[config.mk]
export PLATFORM = sky130hd
export DESIGN_NAME = bus_transceiver_mode_control
export DESIGN_NICKNAME = d
export VERILOG_FILES = /design/src/xcvr_pkg.sv /design/src/bus_transceiver_mode_control.sv /design/src/pin_sync.sv
export SDC_FILE = /design/constraint.sdc
export NUM_CORES = 1
export LEC_CHECK = 0
export BUFFER_PORTS_ARGS = -buffer_cell sky130_fd_sc_hd__buf_2
export CORE_AREA = 10 10 101 103
export DETAILED_ROUTE_END_ITERATION = 10
export DIE_AREA = 0 0 111 113
export GPL_TIMING_DRIVEN = 0
export HOLD_SLACK_MARGIN = 0.03
export PLACE_DENSITY = 0.82
export SLEW_MARGIN = 40
export SYNTH_ARGS = -nofsm -noshare
export SYNTH_HDL_FRONTEND = slang
export SYNTH_SLANG_ARGS = --single-unit
export TNS_END_PERCENT = 100
[constraint.sdc]
create_clock -name mclk -period 3.6 [get_ports mclk]
set_input_delay 0.72 -clock mclk [delete_from_list [all_inputs] [get_ports mclk]]
set_output_delay 0.72 -clock mclk [all_outputs]
set_load 0.005 [all_outputs]
[src/xcvr_pkg.sv]
package xcvr_pkg;
	// Core clock rate
	localparam int unsigned CLK_HZ = 40_000_000;
	// Register byte offsets
	localparam logic [7:0] CTRL_OFS = 8'h00;
	localparam logic [7:0] STAT_OFS = 8'h04;
	localparam logic [7:0] IRQ_STAT_OFS = 8'h08;
	localparam logic [7:0] IRQ_MASK_OFS = 8'h0c;
	// Control fields
	localparam int CTRL_SPI_MODE_BIT = 0;
	localparam logic [31:0] CTRL_RST = 32'h0000_0000;
	// Status fields
	localparam int ST_NORM_BIT = 0;
	localparam int ST_STBY_BIT = 1;
	localparam int ST_OFF_BIT = 2;
	localparam int ST_WAKE_BIT = 3;
	localparam int ST_ERR_BIT = 4;
	localparam int ST_VIO_UV_BIT = 5;
	localparam int ST_VCC_UV_BIT = 6;
	localparam int ST_TX_ON_BIT = 7;
	// Interrupt event fields
	localparam int EV_WAKE_BIT = 0;
	localparam int EV_ERR_BIT = 1;
	localparam int EV_VIO_UV_BIT = 2;
	localparam int EV_VCC_UV_BIT = 3;
	localparam int EV_MODE_BIT = 4;
	localparam int EV_W = 5;
	localparam logic [EV_W-1:0] IRQ_MASK_RST = 5'h00;
	// Serial status frame length
	localparam int SER_W = 8;
	// Synchronised pin vector positions
	localparam int PIN_STB = 0;
	localparam int PIN_TRANSMIT_ENABLE_LOW_L = 1;
	localparam int PIN_GUARD = 2;
	localparam int PIN_TXD = 3;
	localparam int PIN_SCLK = 4;
	localparam int PIN_SCS_L = 5;
	localparam int PIN_VIO_UV = 6;
	localparam int PIN_VCC_UV = 7;
	localparam int PIN_POR_OK = 8;
	localparam int PIN_RX = 9;
	localparam int PIN_WAKE_PAT = 10;
	localparam int PIN_WAKE_FRM = 11;
	localparam int PIN_ERR_EV = 12;
	localparam int PIN_W = 13;
	// Pin reset levels: the pad pulls, and main supply good because reset is the power-on detect
	localparam logic [PIN_W-1:0] PIN_RST = 13'h0332;
	// Power modes, one-hot
	typedef enum logic [2:0] {
		MODE_OFF = 3'b001,
		MODE_STBY = 3'b010,
		MODE_NORM = 3'b100
	} mode_type;
endpackage

[src/bus_transceiver_mode_control.sv]
// Our own choices: the register addresses and the APB register port.
module bus_transceiver_mode_control
	import xcvr_pkg::*;
(
	// Clock and reset
	input wire logic mclk,
	input wire logic rst,
	// APB slave
	input wire logic psel,
	input wire logic penable,
	input wire logic pwrite,
	input wire logic [7:0] paddr,
	input wire logic [31:0] pwdata,
	output logic [31:0] prdata,
	output logic pready,
	output logic pslverr,
	// Interrupt
	output logic irq,
	// Controller pins
	input wire logic standby_select_n,
	input wire logic transmit_enable_low,
	input wire logic guardian_enable,
	input wire logic transmit_data,
	input wire logic serial_clk,
	input wire logic serial_select_low,
	output logic receive_data,
	output logic diag_wake_indication_o,
	output logic diag_wake_indication_oe,
	output logic serial_data_out_o,
	output logic serial_data_out_oe,
	// Analog front-end status
	input wire logic vio_uv,
	input wire logic vcc_uv,
	input wire logic vcc_por_ok,
	input wire logic normal_rx_bit,
	input wire logic wake_pattern_seen,
	input wire logic wake_frame_seen,
	input wire logic bus_error_seen,
	// Bus driver control
	output logic bus_line_plus_o,
	output logic bus_line_plus_oe,
	output logic bus_line_minus_o,
	output logic bus_line_minus_oe
);
	logic [PIN_W-1:0] raw, pins, safe; // Pins before and after filtering
	mode_type mode_q, mode_d; // Power mode
	logic wake_q, wake_d; // Wake flag
	logic err_q, err_d; // Error flag
	logic wake_hold_q, wake_hold_d; // Wake indication frozen on main undervoltage
	logic tx_on_q, tx_on_d; // Transmitter active
	logic [31:0] ctrl_q, ctrl_d; // Control register
	logic [EV_W-1:0] ev_q, ev_d; // Sticky events
	logic [EV_W-1:0] mask_q, mask_d; // Interrupt mask
	logic [EV_W-1:0] ev_set; // Event pulses
	logic vio_uv_last_q, vcc_uv_last_q; // Previous undervoltage levels
	logic [SER_W-1:0] shift_q, shift_d; // Serial frame
	logic sclk_last_q, scs_last_q; // Previous serial levels
	logic [31:0] status; // Live status word
	logic [31:0] rdata_d; // Read mux
	logic access, wr, rd, mapped; // Bus decode
	logic wake_ev; // Remote wake seen
	logic tx_ok; // Transmit gating
	logic rxd_d, diag_d, diag_oe_d, sdo_d, sdo_oe_d, irq_d; // Output next values
	logic pready_d, pslverr_d;

	// Offset decode used for reads and writes
	function automatic logic is_mapped(input logic [7:0] a);
		return a == CTRL_OFS || a == STAT_OFS || a == IRQ_STAT_OFS || a == IRQ_MASK_OFS;
	endfunction

	assign raw = {bus_error_seen, wake_frame_seen, wake_pattern_seen, normal_rx_bit, vcc_por_ok,
		vcc_uv, vio_uv, serial_select_low, serial_clk, transmit_data, guardian_enable,
		transmit_enable_low, standby_select_n};

	// Every asynchronous input is filtered here
	pin_sync #(.W(PIN_W), .RST(PIN_RST)) u_sync (
		.clk(mclk),
		.rst(rst),
		.pin(raw),
		.level(pins)
	);

	// Safe internal levels under I/O undervoltage
	always_comb begin
		safe = pins;
		if (pins[PIN_VIO_UV]) begin
			safe[PIN_STB] = 1'b0;
			safe[PIN_GUARD] = 1'b0;
			safe[PIN_TXD] = 1'b0;
			safe[PIN_TRANSMIT_ENABLE_LOW_L] = 1'b1;
			safe[PIN_SCLK] = 1'b1;
			safe[PIN_SCS_L] = 1'b1;
		end
	end

	// Either wake source counts
	assign wake_ev = safe[PIN_WAKE_PAT] | safe[PIN_WAKE_FRM];

	// Mode selection
	always_comb begin
		case (mode_q)
			MODE_OFF: mode_d = safe[PIN_POR_OK] ? MODE_STBY : MODE_OFF;
			MODE_STBY, MODE_NORM: begin
				if (!safe[PIN_POR_OK])
					mode_d = MODE_OFF;
				else if (safe[PIN_STB] && !safe[PIN_VCC_UV])
					mode_d = MODE_NORM;
				else
					mode_d = MODE_STBY;
			end
			default: mode_d = MODE_OFF;
		endcase
	end

	// Transmitter gating
	assign tx_ok = (mode_q == MODE_NORM) && safe[PIN_GUARD] && !safe[PIN_TRANSMIT_ENABLE_LOW_L];

	// Flag next values
	always_comb begin
		wake_d = wake_q;
		err_d = err_q;
		wake_hold_d = wake_hold_q;
		// Transmitter starts at the first low data bit and stops as soon as gated off
		tx_on_d = tx_ok && (tx_on_q || !safe[PIN_TXD]);
		if (mode_q == MODE_OFF) begin
			wake_d = 1'b0;
			err_d = 1'b0;
			wake_hold_d = 1'b0;
		end else begin
			// Back to normal clears the wake flag
			if (mode_q == MODE_STBY && mode_d == MODE_NORM)
				wake_d = 1'b0;
			// Software clears the error flag by writing a one
			if (wr && paddr == STAT_OFS && pwdata[ST_ERR_BIT])
				err_d = 1'b0;
			// Set wins over clear
			if (mode_q == MODE_NORM && mode_d == MODE_STBY && wake_ev)
				wake_d = 1'b1;
			if (mode_q == MODE_STBY && !safe[PIN_VCC_UV] && wake_ev)
				wake_d = 1'b1;
			if (mode_q == MODE_NORM && safe[PIN_ERR_EV])
				err_d = 1'b1;
			// Indication tracks the flag only while the main supply is good
			if (!safe[PIN_VCC_UV])
				wake_hold_d = wake_d;
		end
	end

	// Mode and flag registers
	always_ff @(posedge mclk or posedge rst) begin
		if (rst) begin
			mode_q <= MODE_STBY;
			wake_q <= 1'b0;
			err_q <= 1'b0;
			wake_hold_q <= 1'b0;
			tx_on_q <= 1'b0;
		end else begin
			mode_q <= mode_d;
			wake_q <= wake_d;
			err_q <= err_d;
			wake_hold_q <= wake_hold_d;
			tx_on_q <= tx_on_d;
		end
	end

	// Pin indication next values, in priority order
	always_comb begin
		rxd_d = 1'b1;
		diag_d = 1'b1;
		diag_oe_d = 1'b1;
		if (mode_d == MODE_OFF) begin
			diag_oe_d = 1'b0;
			rxd_d = 1'b1;
		end else if (safe[PIN_VIO_UV]) begin
			diag_d = 1'b0;
			rxd_d = 1'b0;
		end else if (mode_q == MODE_NORM) begin
			rxd_d = safe[PIN_RX];
			diag_d = !err_q;
		end else if (safe[PIN_VCC_UV]) begin
			rxd_d = !wake_hold_q;
			diag_d = safe[PIN_STB] ? !err_q : !wake_hold_q;
		end else begin
			rxd_d = !wake_q;
			diag_d = !wake_q;
		end
	end

	// Serial status frame: loaded at select, shifted on falling clock
	always_comb begin
		shift_d = shift_q;
		if (scs_last_q && !safe[PIN_SCS_L])
			shift_d = status[SER_W-1:0];
		else if (!safe[PIN_SCS_L] && sclk_last_q && !safe[PIN_SCLK])
			shift_d = {shift_q[SER_W-2:0], 1'b0};
		sdo_d = shift_d[SER_W-1];
		// Serial output drives only in serial diagnosis mode while selected and not powered off
		sdo_oe_d = ctrl_q[CTRL_SPI_MODE_BIT] && !safe[PIN_SCS_L] && mode_d != MODE_OFF;
	end

	// Serial registers
	always_ff @(posedge mclk or posedge rst) begin
		if (rst) begin
			shift_q <= '0;
			sclk_last_q <= 1'b1;
			scs_last_q <= 1'b1;
		end else begin
			shift_q <= shift_d;
			sclk_last_q <= safe[PIN_SCLK];
			scs_last_q <= safe[PIN_SCS_L];
		end
	end

	// Live status word
	always_comb begin
		status = '0;
		status[ST_NORM_BIT] = mode_q == MODE_NORM;
		status[ST_STBY_BIT] = mode_q == MODE_STBY;
		status[ST_OFF_BIT] = mode_q == MODE_OFF;
		status[ST_WAKE_BIT] = wake_q;
		status[ST_ERR_BIT] = err_q;
		status[ST_VIO_UV_BIT] = safe[PIN_VIO_UV];
		status[ST_VCC_UV_BIT] = safe[PIN_VCC_UV];
		status[ST_TX_ON_BIT] = tx_on_q;
	end

	// APB decode; one wait state, answer registered
	assign access = psel && penable && !pready;
	assign mapped = is_mapped(paddr);
	assign wr = access && pwrite && mapped;
	assign rd = access && !pwrite;

	// Event pulses
	always_comb begin
		ev_set = '0;
		ev_set[EV_WAKE_BIT] = wake_d && !wake_q;
		ev_set[EV_ERR_BIT] = err_d && !err_q;
		ev_set[EV_VIO_UV_BIT] = safe[PIN_VIO_UV] && !vio_uv_last_q;
		ev_set[EV_VCC_UV_BIT] = safe[PIN_VCC_UV] && !vcc_uv_last_q;
		ev_set[EV_MODE_BIT] = mode_d != mode_q;
	end

	// Register file next values
	always_comb begin
		ctrl_d = ctrl_q;
		mask_d = mask_q;
		ev_d = ev_q;
		if (wr && paddr == CTRL_OFS)
			ctrl_d = {31'h0000_0000, pwdata[CTRL_SPI_MODE_BIT]};
		if (wr && paddr == IRQ_MASK_OFS)
			mask_d = pwdata[EV_W-1:0];
		if (wr && paddr == IRQ_STAT_OFS)
			ev_d = ev_q & ~pwdata[EV_W-1:0];
		ev_d = ev_d | ev_set; // Set wins over clear
		case (paddr)
			CTRL_OFS: rdata_d = ctrl_q;
			STAT_OFS: rdata_d = status;
			IRQ_STAT_OFS: rdata_d = {27'h000_0000, ev_q};
			IRQ_MASK_OFS: rdata_d = {27'h000_0000, mask_q};
			default: rdata_d = 32'h0000_0000;
		endcase
		pready_d = access;
		pslverr_d = access && !mapped;
		irq_d = |(ev_d & mask_d);
	end

	// Register file and output registers
	always_ff @(posedge mclk or posedge rst) begin
		if (rst) begin
			ctrl_q <= CTRL_RST;
			mask_q <= IRQ_MASK_RST;
			ev_q <= '0;
			vio_uv_last_q <= 1'b0;
			vcc_uv_last_q <= 1'b0;
			prdata <= 32'h0000_0000;
			pready <= 1'b0;
			pslverr <= 1'b0;
			irq <= 1'b0;
			receive_data <= 1'b1;
			diag_wake_indication_o <= 1'b1;
			diag_wake_indication_oe <= 1'b0;
			serial_data_out_o <= 1'b0;
			serial_data_out_oe <= 1'b0;
			bus_line_plus_o <= 1'b0;
			bus_line_plus_oe <= 1'b0;
			bus_line_minus_o <= 1'b0;
			bus_line_minus_oe <= 1'b0;
		end else begin
			ctrl_q <= ctrl_d;
			mask_q <= mask_d;
			ev_q <= ev_d;
			vio_uv_last_q <= safe[PIN_VIO_UV];
			vcc_uv_last_q <= safe[PIN_VCC_UV];
			prdata <= rd ? rdata_d : 32'h0000_0000;
			pready <= pready_d;
			pslverr <= pslverr_d;
			irq <= irq_d;
			receive_data <= rxd_d;
			diag_wake_indication_o <= diag_d;
			diag_wake_indication_oe <= diag_oe_d;
			serial_data_out_o <= sdo_d;
			serial_data_out_oe <= sdo_oe_d;
			// Differential drive follows transmit data while active
			bus_line_plus_o <= safe[PIN_TXD];
			bus_line_plus_oe <= tx_on_d;
			bus_line_minus_o <= !safe[PIN_TXD];
			bus_line_minus_oe <= tx_on_d;
		end
	end
endmodule

[src/pin_sync.sv]
// Three-stage pin synchroniser with agreement filter
module pin_sync #(
	parameter int W = 1,
	parameter logic [W-1:0] RST = '0
) (
	// Clock and reset
	input wire logic clk,
	input wire logic rst,
	// Raw pins and filtered result
	input wire logic [W-1:0] pin,
	output logic [W-1:0] level
);
	logic [W-1:0] s1_q, s2_q, s3_q;
	logic [W-1:0] level_d;

	// A bit moves only once stages two and three agree
	always_comb begin
		level_d = (s2_q & s3_q) | (level & (s2_q ^ s3_q));
	end

	// Register chain
	always_ff @(posedge clk or posedge rst) begin
		if (rst) begin
			s1_q <= RST;
			s2_q <= RST;
			s3_q <= RST;
			level <= RST;
		end else begin
			s1_q <= pin;
			s2_q <= s1_q;
			s3_q <= s2_q;
			level <= level_d;
		end
	end
endmodule

==> qor.csv <==
metric,value,unit
CTS tree,done,
RSZ-0062 raised after global routing,no,
number of max-cap violations,0,
Rel. slew slack,52.4,%
Storage cell area,2510,um^2
CTS Hold Bufs,0,
Initial DRC Count,102,
Worst-Margin Slew,0.711,ns
arrival time at the worst endpoint,2.60,ns
post-synth top area cell,dfrtp_1,
clock sink total,99,
Layout area overhead,17.1,%
"most common cell after layout, fill and taps aside",dfrtp_1,
CTS root buf,clkbuf_8,
CTS max path bufs,2,
fin cells,501,
"CTS clk-pin slew, worst paths",0.09,ns
Worst Path Required,3.84,ns
critical path class,flop to flop,
vias in the first global route,2655,
area of the multi-input gates,1310,um^2
Total Power,0.00221,W
initial antenna violation count,0,
I/O Pins,102,
Core Area,8130,um^2
"Top FF cell, synth",dfrtp_1,
largest net degree at the start of global routing,62,
Vias/cell,4.98,
"CP delay by family, top",simple AND/OR/NAND/NOR gates,
Syn Area/Cell,13.0,um^2
worst setup margin,1.24,ns
DIE AREA,12500,um^2
cell area power density,474,nW/um^2
CTS Buf Count,9,
Horiz. Die Dim,111,um
via count,2495,
setup repair bufs after CTS,0,
CP cell instances,clkbuf_1 > nor3b_2 > nand3b_1 > a21oi_1 > a22o_1 > a22o_1 > or4_4,
area share of the largest cell type after synthesis,46.5,%
Yosys cell types,40,
post-cts sizing count,0,
DP Worst Slack,0.875,ns
routed len/inst,14.8,um
synth warn,0,
Critical path buffers and inverters,1,
synthesized flop and latch total,99,
final worst path period need,2.36,ns
Syn Inst Count,307,
fin. max-slew vios,0,
row count,33,
Setup crit start kind,flop,
Leak,2.30,nW
status,finished clean,
Starting Density,49.0,%
DP HPWL,5.47,mm
Post-synth EDFFs,0,
worst-path fanout max,10,
Ant. Diodes,0,
"Seq/Total Area, Yosys",63.0,%
first-pass GRT wire length,12.7,mm
DRC,0,
Final Hold Fails,0,
Die Ht,113,um
most frequent cells in the layout,"dfrtp_1, buf_2, buf_4",
synth top area cells,"dfrtp_1, dfstp_2, buf_4, ha_1, a22oi_1",
GRT Util Overall,12.2,%
remaining global-route overflow,0,
Most common cell on crit path,a22o_1,
# fillers,681,
Synth Cell Area,3980,um^2
GPL Wtd Cong,0.841,
1st-pass router iterations,4,
proportion of layout cells with a drive suffix above 1,35.1,%
Routed WL,7.42,mm
placed cell count,485,
Hold/Removal Path Class,input pin to asynchronous set/reset pin,
IO buf count,49,
Post-Route Skew,0.0114,ns
H-Tree Depth,3,
Tcrit/Tclk final,65.6,%
"slowest stage cell, crit path",or4_4,
# setup viols final,0,
Worst setup EP type,flop,
Fmax,0.423,GHz
ys async rst share,100,%
max incr delay on CP,0.50,ns
Post-layout nets,462,
VDD IR max,0.199,mV
worst skew pair latency,0.37,ns
Antenna Nets Post-Route,0,
==> path summary, 6_finish.rpt <==
kind	start	slack (ns)	endpoint	cells after the start
worst max-delay path	u_sync.level[6]$_DFF_PP0_	1.24	irq$_DFF_PP0_	7
worst min-delay path	rst	0.32	mode_q[0]$_DFF_PP0_	2
worst max register to register	u_sync.level[6]$_DFF_PP0_	1.24	irq$_DFF_PP0_	7
worst min register to register	u_sync.s1_q[1]$_DFF_PP1_	0.35	u_sync.s2_q[1]$_DFF_PP1_	0
max in group asynchronous	rst	2.68	u_sync.s3_q[5]$_DFF_PP1_	3
min in group mclk	u_sync.s1_q[1]$_DFF_PP1_	0.35	u_sync.s2_q[1]$_DFF_PP1_	0
==> cell usage after synthesis (2+ instances only) <==
cell,instances
inv_1,7
a22oi_1,17
a22o_1,4
dfstp_2,25
mux2_2,10
o22ai_1,3
nand2b_1,5
a21o_1,16
a21oi_1,9
nor2_1,19
mux2i_1,3
nor2b_1,9
ha_1,13
or3b_2,2
clkbuf_1,4
and2_1,7
nand3b_1,3
o21ai_0,11
nor3_1,3
buf_4,27
dfrtp_1,74
nor3b_2,2
nand2_1,9
nand3_1,6
nor3b_1,4
==> where the power goes <==
group | internal (W) | switching [W] | leakage [nW] | total (W)
logic | 0.000125 | 0.000147 | 1.02 | 0.000272
clock network | 0.000262 | 0.000394 | 0.0886 | 0.000655
registers | 0.00122 | 0.0000646 | 1.19 | 0.00128
total | 0.00161 | 0.000605 | 2.30 | 0.00221
==> cell type report <==
| cell class | count | area share, % |
|---|---|---|
| sequential | 99 | 53.8 |
| inverter | 8 | 0.805 |
| clock buffer | 9 | 2.66 |
| clock inverter | 7 | 1.23 |
| multi-input combinational | 192 | 28.2 |
| timing repair buffer | 50 | 5.85 |
| tap | 105 | 2.82 |
| buffer | 31 | 4.67 |
==> stage by stage <==
step	util [%]	hold WS, ns	setup TNS (ns)	area [um^2]
2_1_floorplan	-	0.331	0	4070
3_3_place_gp	54.7	0.333	-51.06	4450
3_5_place_dp	55.1	0.336	0	4480
4_1_cts	57.3	0.317	0	4660
5_1_grt	57.3	0.318	0	4660
6_report	57.3	0.316	0	4660
==> flip-flops by register name (all words and copies together), names as in the netlist, 3 cells and up <==
| signal | flops |
|---|---|
| u_sync.level | 13 |
| u_sync.s1_q | 13 |
| u_sync.s2_q | 13 |
| u_sync.s3_q | 13 |
| prdata | 8 |
| shift_q | 8 |
| ev_q | 5 |
| mask_q | 5 |
| mode_q | 3 |
==> metal layers <==
metal  global-route usage, %  part of all wire, %  vias up
met5                       0                    0        -
li1                        -                    -     1193
met3                    4.49                  6.9       17
met4                    4.77                  2.4        0
met2                    19.4                   48       88
met1                    14.9                   43     1197
==> logic make-up (layout without fill, tap and decap cells) <==
kind of cell    count (synthesis)  after routing  share of synthesized area (%)
flops                          99             99                           63.0
other cells                     1             24                         0.0941
mux                            14             14                           4.15
compound gates                 62             62                           10.6
fa+ha+maj                      13             13                           4.08
buf+inv                        39            105                           6.22
simple gates                   79             79                           11.9
No activity file was read; power rests on OpenSTA's default activity.
